`config.mk`:
```
export PLATFORM = sky130hd
export DESIGN_NAME = clock_generation_unit
export DESIGN_NICKNAME = d
export VERILOG_FILES = /design/src/clock_gen_pkg.sv /design/src/clk_divider.sv /design/src/clock_generation_unit.sv
export VERILOG_INCLUDE_DIRS = /design/src
export SDC_FILE = /design/constraint.sdc
export NUM_CORES = 1
export LEC_CHECK = 0
export ABC_AREA = 1
export BUFFER_PORTS_ARGS = -buffer_cell sky130_fd_sc_hd__buf_2
export CORE_MARGIN = 2
export CORE_UTILIZATION = 45
export CTS_CLUSTER_SIZE = 12
export DETAILED_ROUTE_END_ITERATION = 16
export PLACE_DENSITY = 0.67
export RECOVER_POWER = 25
export SLEW_MARGIN = 20
export SYNTH_ARGS = -nofsm -noshare
export SYNTH_HDL_FRONTEND = slang
export SYNTH_HIERARCHICAL = 1
export SYNTH_SLANG_ARGS = --single-unit
export TNS_END_PERCENT = 50
```
`constraint.sdc`:
```
create_clock -name pclk -period 2 [get_ports pclk]
set_input_delay 0.1 -clock pclk [delete_from_list [all_inputs] [get_ports pclk]]
set_output_delay 0.1 -clock pclk [all_outputs]
set_load 0.005 [all_outputs]
```
`src/clock_gen_cfg.svh`:
```
`ifndef CLOCK_GEN_CFG_SVH
`define CLOCK_GEN_CFG_SVH

// register byte offsets within the block (low 12 address bits)
`define OFS_OC_ENABLE 12'h370
`define OFS_OC_DIVSEL 12'h374
`define OFS_SYS_STATUS 12'h378
`define OFS_SYS_DIVIDE_VALUE_FIELD 12'h37C
`define OFS_AUX0_SEL 12'h380
`define OFS_AUX1_SEL 12'h388
`define OFS_AUX1_DIVIDE_VALUE_FIELD 12'h38C
`define OFS_SYS_DIV1 12'h3A0
`define OFS_SYS_DIV2 12'h3A4

// field positions
`define DE_BIT 31
`define DIV_LO 24
`define SEL_LO 24
`define OUTPUT_DIVIDE_SELECT_FIELD_LO 28
`define OCEN_BIT 0

// field widths
`define SEL_W 4
`define DIV_W 4

// source codes of the auxiliary and output selects
`define SRC_XOSC 4'h0
`define SRC_IRC 4'h1
`define SRC_PLL 4'h2
`define SRC_SYS 4'h3
`define SRC_RTC 4'h4
`define SRC_PHI1 4'h5
`define AUX1_SYS 4'h0
`define AUX1_PHI1 4'h1

// system clock select and status codes
`define SYS_IRC 4'h0
`define SYS_XOSC 4'h2
`define SYS_PLL 4'h4
`define SYS_OFF 4'hF

// reset values
`define RST_SEL 4'h0
`define RST_DIV 4'h0
`define RST_CNT 4'h1
`define RST_OUTPUT_DIVIDE_SELECT_FIELD 2'h0

`endif

```
`src/clock_gen_pkg.sv`:
```
package clock_gen_pkg;
    typedef logic [3:0] sel_code_t;
    typedef logic [3:0] div_value_t;
    typedef logic [1:0] out_div_t;
endpackage

```
`src/clk_divider.sv`:
```
`timescale 1ns/100ps
`include "clock_gen_cfg.svh"

module clk_divider (
    input wire logic pclk,
    input wire logic presetn,
    input wire logic ce,
    input wire logic enable,
    input wire clock_gen_pkg::div_value_t divide,
    input wire logic src_level,
    input wire logic src_rise,
    output logic clk_out
);
    clock_gen_pkg::div_value_t cnt;
    clock_gen_pkg::div_value_t div_act;
    wire wrap = (cnt >= div_act);
    wire [3:0] next_cnt = wrap ? 4'h0 : 4'(cnt + 4'h1);

    // divide value is taken only at wrap, so a change never shortens a pulse
    always_ff @(posedge pclk or negedge presetn) begin
        if (!presetn) begin
            cnt <= `RST_CNT;
            div_act <= `RST_DIV;
            clk_out <= 1'b0;
        end else if (ce) begin
            if (!enable) begin
                clk_out <= 1'b0;
            end else if (src_rise) begin
                cnt <= next_cnt;
                if (wrap) begin
                    div_act <= divide;
                end
                clk_out <= wrap;
            end else if (!src_level) begin
                clk_out <= 1'b0;
            end
        end
    end
endmodule

```
`src/clock_generation_unit.sv`:
```
`timescale 1ns/100ps
`include "clock_gen_cfg.svh"
// Function
// - aux clock 0 select: 0000 crystal, 0001 internal RC, others reserved.
// - selected aux clock 0 drives the PLL reference clock.
// - aux clock 1 select: 0000 system clock, 0001 PLL secondary output.
// - aux 1 divider enable bit: 0 disables, 1 enables.
// - network clock period is divide value plus one aux 1 periods.
// - while aux divider disabled, divide writes ignored and network clock stopped.
// - safe clock request forces system clock to internal RC.
// - reset unit controls system select on safe/reset, else mode entry unit.
// - mode entry may switch system clock off in deep stop and test.
// - three peripheral set clocks from system clock, own divider and register each.
// - unavailable aux select code keeps previous selection and register content.
// - every clk_divider counter resets to one; the output ripple counter resets to zero.
// - a disabled divider ignores its divide field.
// - output path multiplexes several sources chosen by division select register.
// - output pin carries ripple counter tap or undivided source.
// - output enable register bit turns the output pin on or off.
// - output divide select: 00 by 1, 01 by 2, 10 by 4, 11 by 8.
// - output source: 0000 crystal, 0001 RC, 0010 PLL, 0011 system clock.

module clock_generation_unit (
    input wire logic pclk,
    input wire logic presetn,
    input wire logic ce,
    input wire logic psel,
    input wire logic penable,
    input wire logic pwrite,
    input wire logic [11:0] paddr,
    input wire logic [31:0] pwdata,
    output logic [31:0] prdata,
    output logic pready,
    output logic pslverr,
    input wire logic fast_crystal_osc,
    input wire logic fast_internal_rc_osc,
    input wire logic freq_modulated_pll,
    input wire logic pll_secondary_output,
    input wire logic rtc_clock,
    input wire logic [3:0] sys_select,
    input wire logic sys_switch_mask,
    input wire logic sys_clock_off,
    input wire logic deep_stop_mode,
    input wire logic test_mode,
    input wire logic safe_clock_req,
    output logic system_clock,
    output logic [2:0] periph_set_clk,
    output logic pll_reference_clk,
    output logic network_clk,
    output logic clock_output_pin
);
    // source levels: 0 crystal, 1 RC, 2 PLL, 3 PLL secondary, 4 RTC
    logic [4:0] src_meta;
    logic [4:0] src_lvl;
    logic [4:0] src_dly;
    wire [4:0] src_rise = src_lvl & ~src_dly;

    always_ff @(posedge pclk or negedge presetn) begin
        if (!presetn) begin
            src_meta <= 5'h00;
            src_lvl <= 5'h00;
            src_dly <= 5'h00;
        end else if (ce) begin
            src_meta <= {rtc_clock, pll_secondary_output, freq_modulated_pll,
                         fast_internal_rc_osc, fast_crystal_osc};
            src_lvl <= src_meta;
            src_dly <= src_lvl;
        end
    end

    // register file
    logic oc_en;
    clock_gen_pkg::out_div_t oc_output_divide_select_field;
    clock_gen_pkg::sel_code_t oc_sel;
    clock_gen_pkg::sel_code_t ac0_sel;
    clock_gen_pkg::sel_code_t ac1_sel;
    logic ac1_en;
    clock_gen_pkg::div_value_t ac1_div;
    logic [2:0] dc_en;
    clock_gen_pkg::div_value_t dc_div [3];
    clock_gen_pkg::sel_code_t sys_status;

    wire wr = psel && penable && pwrite && ce;
    wire [3:0] wsel = pwdata[`SEL_LO +: `SEL_W];
    wire [3:0] wdiv = pwdata[`DIV_LO +: `DIV_W];
    wire wde = pwdata[`DE_BIT];
    wire hit_ocen = (paddr == `OFS_OC_ENABLE);
    wire hit_ocds = (paddr == `OFS_OC_DIVSEL);
    wire hit_ss = (paddr == `OFS_SYS_STATUS);
    wire hit_ac0 = (paddr == `OFS_AUX0_SEL);
    wire hit_ac1 = (paddr == `OFS_AUX1_SEL);
    wire hit_acd = (paddr == `OFS_AUX1_DIVIDE_VALUE_FIELD);
    wire [2:0] hit_dc = {paddr == `OFS_SYS_DIV2, paddr == `OFS_SYS_DIV1, paddr == `OFS_SYS_DIVIDE_VALUE_FIELD};
    wire hit = hit_ocen | hit_ocds | hit_ss | hit_ac0 | hit_ac1 | hit_acd | (|hit_dc);
    wire ac0_ok = (wsel == `SRC_XOSC) || (wsel == `SRC_IRC);
    wire ac1_ok = (wsel == `AUX1_SYS) || (wsel == `AUX1_PHI1);
    wire oc_ok = (wsel <= `SRC_PHI1);

    always_ff @(posedge pclk or negedge presetn) begin
        if (!presetn) begin
            oc_en <= 1'b0;
            oc_output_divide_select_field <= `RST_OUTPUT_DIVIDE_SELECT_FIELD;
            oc_sel <= `RST_SEL;
            ac0_sel <= `RST_SEL;
            ac1_sel <= `RST_SEL;
            ac1_en <= 1'b0;
            ac1_div <= `RST_DIV;
        end else if (wr) begin
            if (hit_ocen) begin
                oc_en <= pwdata[`OCEN_BIT];
            end
            if (hit_ocds && oc_ok) begin
                oc_output_divide_select_field <= pwdata[`OUTPUT_DIVIDE_SELECT_FIELD_LO +: 2];
                oc_sel <= wsel;
            end
            if (hit_ac0 && ac0_ok) begin
                ac0_sel <= wsel;
            end
            if (hit_ac1 && ac1_ok) begin
                ac1_sel <= wsel;
            end
            if (hit_acd) begin
                ac1_en <= wde;
                if (wde) begin
                    ac1_div <= wdiv;
                end
            end
        end
    end

    // the three peripheral set divider registers share one shape
    for (genvar i = 0; i < 3; i++) begin : g_dcreg
        always_ff @(posedge pclk or negedge presetn) begin
            if (!presetn) begin
                dc_en[i] <= 1'b0;
                dc_div[i] <= `RST_DIV;
            end else if (wr && hit_dc[i]) begin
                dc_en[i] <= wde;
                if (wde) begin
                    dc_div[i] <= wdiv;
                end
            end
        end
    end

    function automatic logic [31:0] sel_word(input logic [3:0] v);
        sel_word = {28'h0, v} << `SEL_LO;
    endfunction
    function automatic logic [31:0] div_word(input logic e, input logic [3:0] v);
        div_word = ({31'h0, e} << `DE_BIT) | ({28'h0, v} << `DIV_LO);
    endfunction

    wire [31:0] rd_word =
        hit_ocen ? ({31'h0, oc_en} << `OCEN_BIT) :
        hit_ocds ? (({30'h0, oc_output_divide_select_field} << `OUTPUT_DIVIDE_SELECT_FIELD_LO) | sel_word(oc_sel)) :
        hit_ss ? sel_word(sys_status) :
        hit_ac0 ? sel_word(ac0_sel) :
        hit_ac1 ? sel_word(ac1_sel) :
        hit_acd ? div_word(ac1_en, ac1_div) :
        hit_dc[0] ? div_word(dc_en[0], dc_div[0]) :
        hit_dc[1] ? div_word(dc_en[1], dc_div[1]) :
        hit_dc[2] ? div_word(dc_en[2], dc_div[2]) : 32'h0;

    // read data captured in the setup cycle, so no wait states are needed
    always_ff @(posedge pclk or negedge presetn) begin
        if (!presetn) begin
            prdata <= 32'h0;
        end else if (ce && psel && !penable) begin
            prdata <= rd_word;
        end
    end
    assign pready = 1'b1;
    assign pslverr = psel && penable && !hit;

    // system clock selection
    clock_gen_pkg::sel_code_t sys_target;
    clock_gen_pkg::sel_code_t sys_act;
    logic sys_off;
    wire sys_sel_ok = (sys_select == `SYS_IRC) || (sys_select == `SYS_XOSC) || (sys_select == `SYS_PLL);
    wire off_allowed = deep_stop_mode || test_mode;
    wire [3:0] next_target = safe_clock_req ? `SYS_IRC :
                             (!sys_switch_mask && sys_sel_ok) ? sys_select : sys_target;
    wire next_sys_off = sys_clock_off && off_allowed && !safe_clock_req;
    wire sys_src = (sys_act == `SYS_XOSC) ? src_lvl[0] :
                   (sys_act == `SYS_PLL) ? src_lvl[2] : src_lvl[1];
    wire sys_new = (sys_target == `SYS_XOSC) ? src_lvl[0] :
                   (sys_target == `SYS_PLL) ? src_lvl[2] : src_lvl[1];
    logic sys_dly;
    wire sys_rise = system_clock && !sys_dly;

    // switch only while output, old and new source are all low: no runt, no cut high phase;
    // a source stuck high blocks the switch
    always_ff @(posedge pclk or negedge presetn) begin
        if (!presetn) begin
            sys_target <= `SYS_IRC;
            sys_act <= `SYS_IRC;
            sys_off <= 1'b0;
            system_clock <= 1'b0;
            sys_dly <= 1'b0;
        end else if (ce) begin
            sys_target <= next_target;
            sys_off <= next_sys_off;
            if (!system_clock && !sys_src && !sys_new) begin
                sys_act <= sys_target;
            end
            system_clock <= sys_src && !sys_off;
            sys_dly <= system_clock;
        end
    end
    assign sys_status = sys_off ? `SYS_OFF : sys_act;

    for (genvar i = 0; i < 3; i++) begin : g_psdiv
        clk_divider u_div (
            .pclk(pclk),
            .presetn(presetn),
            .ce(ce),
            .enable(dc_en[i]),
            .divide(dc_div[i]),
            .src_level(system_clock),
            .src_rise(sys_rise),
            .clk_out(periph_set_clk[i])
        );
    end

    // auxiliary clocks
    clock_gen_pkg::sel_code_t ac0_act;
    clock_gen_pkg::sel_code_t ac1_act;
    logic aux1_clk;
    logic aux1_dly;
    wire ac0_src = (ac0_act == `SRC_IRC) ? src_lvl[1] : src_lvl[0];
    wire ac1_src = (ac1_act == `AUX1_PHI1) ? src_lvl[3] : system_clock;
    wire ac0_new = (ac0_sel == `SRC_IRC) ? src_lvl[1] : src_lvl[0];
    wire ac1_new = (ac1_sel == `AUX1_PHI1) ? src_lvl[3] : system_clock;

    always_ff @(posedge pclk or negedge presetn) begin
        if (!presetn) begin
            ac0_act <= `RST_SEL;
            ac1_act <= `RST_SEL;
            pll_reference_clk <= 1'b0;
            aux1_clk <= 1'b0;
            aux1_dly <= 1'b0;
        end else if (ce) begin
            if (!pll_reference_clk && !ac0_src && !ac0_new) begin
                ac0_act <= ac0_sel;
            end
            if (!aux1_clk && !ac1_src && !ac1_new) begin
                ac1_act <= ac1_sel;
            end
            pll_reference_clk <= ac0_src;
            aux1_clk <= ac1_src;
            aux1_dly <= aux1_clk;
        end
    end

    clk_divider u_netdiv (
        .pclk(pclk),
        .presetn(presetn),
        .ce(ce),
        .enable(ac1_en),
        .divide(ac1_div),
        .src_level(aux1_clk),
        .src_rise(aux1_clk && !aux1_dly),
        .clk_out(network_clk)
    );

    // output clock: source mux, three-stage ripple taps, enable
    clock_gen_pkg::sel_code_t oc_act;
    logic oc_clk;
    logic oc_dly;
    logic [2:0] ripple;
    clock_gen_pkg::out_div_t oc_div_act;
    function automatic logic oc_level(input logic [3:0] c, input logic [4:0] lvl, input logic sysc);
        oc_level = (c == `SRC_XOSC) ? lvl[0] :
                   (c == `SRC_IRC) ? lvl[1] :
                   (c == `SRC_PLL) ? lvl[2] :
                   (c == `SRC_SYS) ? sysc :
                   (c == `SRC_RTC) ? lvl[4] : lvl[3];
    endfunction
    wire oc_src = oc_level(oc_act, src_lvl, system_clock);
    wire oc_new = oc_level(oc_sel, src_lvl, system_clock);
    wire [3:0] oc_taps = {ripple, oc_clk};
    // undivided tap follows the source, duty cycle not guaranteed
    wire oc_tap = oc_taps[oc_div_act];
    wire oc_tap_new = oc_taps[oc_output_divide_select_field];

    always_ff @(posedge pclk or negedge presetn) begin
        if (!presetn) begin
            oc_act <= `RST_SEL;
            oc_clk <= 1'b0;
            oc_dly <= 1'b0;
            ripple <= 3'h0;
            oc_div_act <= `RST_OUTPUT_DIVIDE_SELECT_FIELD;
            clock_output_pin <= 1'b0;
        end else if (ce) begin
            if (!oc_clk && !oc_src && !oc_new) begin
                oc_act <= oc_sel;
            end
            if (!oc_tap && !oc_tap_new) begin
                oc_div_act <= oc_output_divide_select_field;
            end
            oc_clk <= oc_src;
            oc_dly <= oc_clk;
            if (oc_clk && !oc_dly) begin
                ripple <= 3'(ripple + 3'h1);
            end
            clock_output_pin <= oc_en && oc_tap;
        end
    end
endmodule

```
==> results.toml <==
[synth]
yosysMostFrequentCell = "nand2_1"
ys_top_cells_by_count = "243 x nand2_1, 119 x dfrtp_1, 94 x inv_1"
yosysTopAreaCell = "dfrtp_1"
syn_area_sq_mm = 0.00656
syn_area_per_cell_sq_um = 7.98
synth-edff-count = 0
synthTopCellsByArea = "dfrtp_1 45%, nand2_1 14%, o21ai_0 5.5%"
synth_cells = 822
ys.flop_type = "dfrtp_1"
async_flop_share = 1.00
ys.warnings.count = 6
ys_seq_area_frac = 0.470
ys_types = 43
synth.ff_latch_count = 123
synth_top_area_share = 0.454

[timing]
max_slew_margin = 0.456
rsz0062_at_grt = "false"
tns_ns = 0
finClkSkew_ns = 0.0104
fin_crit_ns = 1.69
report.final.slew_viol_count = 0
fmax_mhz = 592
final-setup-viol-count = 0
fin_crit_sh = 0.845
final_hold_viol_count = 0
worst_pin_slew_ns = 0.817

[worst_setup_path]
path_common_cell = "nand2_1"
ff2ff_setup_slack_ns = 0.35
worstSetupEndpointType = "output pin"
crit_path_max_incr_delay_ns = 0.46
required_ns = 1.90
path_delay_family = "simple AND/OR/NAND/NOR gates"
startpoint_type = "primary input"
timing.critical_path.buf_inv = 3
worstPathCellList = "buf_2, nand2_1, nor2_4, nand2_1, inv_1, nand2_1, nand3_1, nor4_1, buf_2"
arrival_ns = 1.59
cp_max_fo = 6
path_class = "in2out"
worst_path_max_delay_cell = "nor4_1"

[final_layout]
nNetsFinal = 996
drive_gt1_frac = 0.168
finalInstanceArea_sq_mm = 0.00779
areaGrowthSynthToFinish_pct = 18.8
diodes = 0

[cts]
cts_buffers = 17
cts_tree = "built"
htreeDepth = 4
path_clk_slew_ns = 0.05
cts_root_buf = "clkbuf_16"
cts.path.max_buffers = 2
insertion_delay_ns = 0.42
clkSinkCount = 123

[grt]
overflow = 0
grt.total_usage = 0.201
grt_pass1_vias = 5313
grt_max_degree = 46
grt_pass1_wl_mm = 25.1
antenna_found_initial = 0

[route]
vias = 5514
wire_per_inst_um = 13.6
drc = 0
via_per_inst = 4.98
first_pass_iters = 5
antenna_left = 0
drt_iter0_drc = 280
totalWireLength_mm = 15.1

[placed_design]
dp_hpwl_mm = 11.0
gp_congestion = 0.900
io_buffers = 55
placed_cell_area_sq_mm = 0.00704

[die]
die_area_sq_mm = 0.0156
die_x_um = 125
coreArea_sq_mm = 0.0144
io_pins = 105
die_y_um = 125
row_count = 44
initial_core_util = 0.456

[hold_path]
hp-class = "in2reg"

[pwr]
p_per_area_mw_per_mm2 = 916
peakVddDrop_mv = 0.667
p_leak_nw = 3.98

[outcome]
outcome = "finished, final reports clean"

[job]
drv_cap = 0
## worst reg2reg max path: cells and delay by family, from the launching register on
kind	cells	cell delay [ns]
AO/OA/AOI/OAI	2	0.23
flip-flops	1	0.38
AND/OR/NAND/NOR	4	0.92
## cell usage in the layout, fill, tap and decap left out, types with 21 or more instances in the layout
cell / count
nand2_1: 243
nor2_1: 52
inv_1: 94
buf_2: 54
nand3_1: 44
dfrtp_1: 119
conb_1: 25
ha_1: 21
a21oi_1: 23
o21ai_0: 72
## registers in the layout, indices dropped and copies added (netlist names), 4 cells and up
register / flops
g_psdiv.u_div/cnt: 12
dc_div: 12
oc_act: 4
prdata: 8
sys_target: 4
oc_sel: 4
u_netdiv/div_act: 4
ac1_div: 4
u_netdiv/cnt: 4
sys_act: 4
ac0_act: 4
ac1_sel: 4
ac1_act: 4
g_psdiv.u_div/div_act: 12
src_meta: 5
ac0_sel: 4
src_lvl: 5
## power by group
group / switching, mW / internal, mW
Combinational: 0.546 / 0.329
Clock: 1.12 / 2.23
Sequential: 0.195 / 2.71
## repair_timing
| action | CTS | global route |
|---|---|---|
| endpoints found under the hold margin | 54 | 0 |
| gates resized for setup | 0 | 0 |
| hold buffers | 12 | 0 |
| buffers inserted | 0 | 0 |
## worst paths after layout
path                                                    startpoint                                       to  cells after the start
hold / removal                                      safe_clock_req                sys_target[2]$_DFFE_PN0P_                      4
max in group asynchronous                                  presetn              u_netdiv/cnt[0]$_DFFE_PN1P_                      3
setup reg to reg                            ac0_act[1]$_DFFE_PN0P_                   ac0_act[3]$_DFFE_PN0P_                      6
hold reg to reg            g_psdiv[1].u_div/div_act[3]$_DFFE_PN0P_  g_psdiv[1].u_div/div_act[3]$_DFFE_PN0P_                      2
min in group asynchronous                                  presetn                   ac0_sel[2]$_DFFE_PN0P_                      2
setup / recovery                                          paddr[8]                                  pslverr                      9
## cell families (layout without fill, tap and decap cells)
kind of cell | after synthesis | after routing | share of synthesized area
fa+ha+maj | 21 | 21 | 0.0401
other cells | 2 | 25 | 0.00115
buf+inv | 143 | 221 | 0.0989
xor+xnor | 10 | 10 | 0.0134
simple gates | 400 | 400 | 0.275
flops | 123 | 123 | 0.470
compound gates | 123 | 123 | 0.101
## layout make-up
class	instances	area, sq um
sequential	123	3080
fill	1373	6580
timing repair buffer	78	503
clock buffer	20	447
inverter	112	425
multi-input combinational	579	2910
tap	184	230
clock inverter	11	191
## per-stage QoR
stage                     setup slack [ns]  std cells  hold slack [ns]  power (mW)   util
after global placement               0.381       1064           0.0726        3.78  0.490
after CTS                            0.333       1107          0.00467        7.19  0.542
after floorplan                      0.542        845           -0.196        3.48      -
after global routing                 0.144       1107           0.0428        7.48  0.542
final                                0.310       1107          0.00937        7.14  0.542
after detailed placement             0.350       1064           0.0698        3.80  0.490
## layer usage
layer | up-vias | wire [um] | GRT usage
met4 | 0 | 277 | 0.0674
met3 | 25 | 659 | 0.0477
met2 | 128 | 7410 | 0.340
met5 | - | 0 | 0
li1 | 2767 | - | -
met1 | 2594 | 6750 | 0.253
No activity file was read; power rests on OpenSTA's default activity.
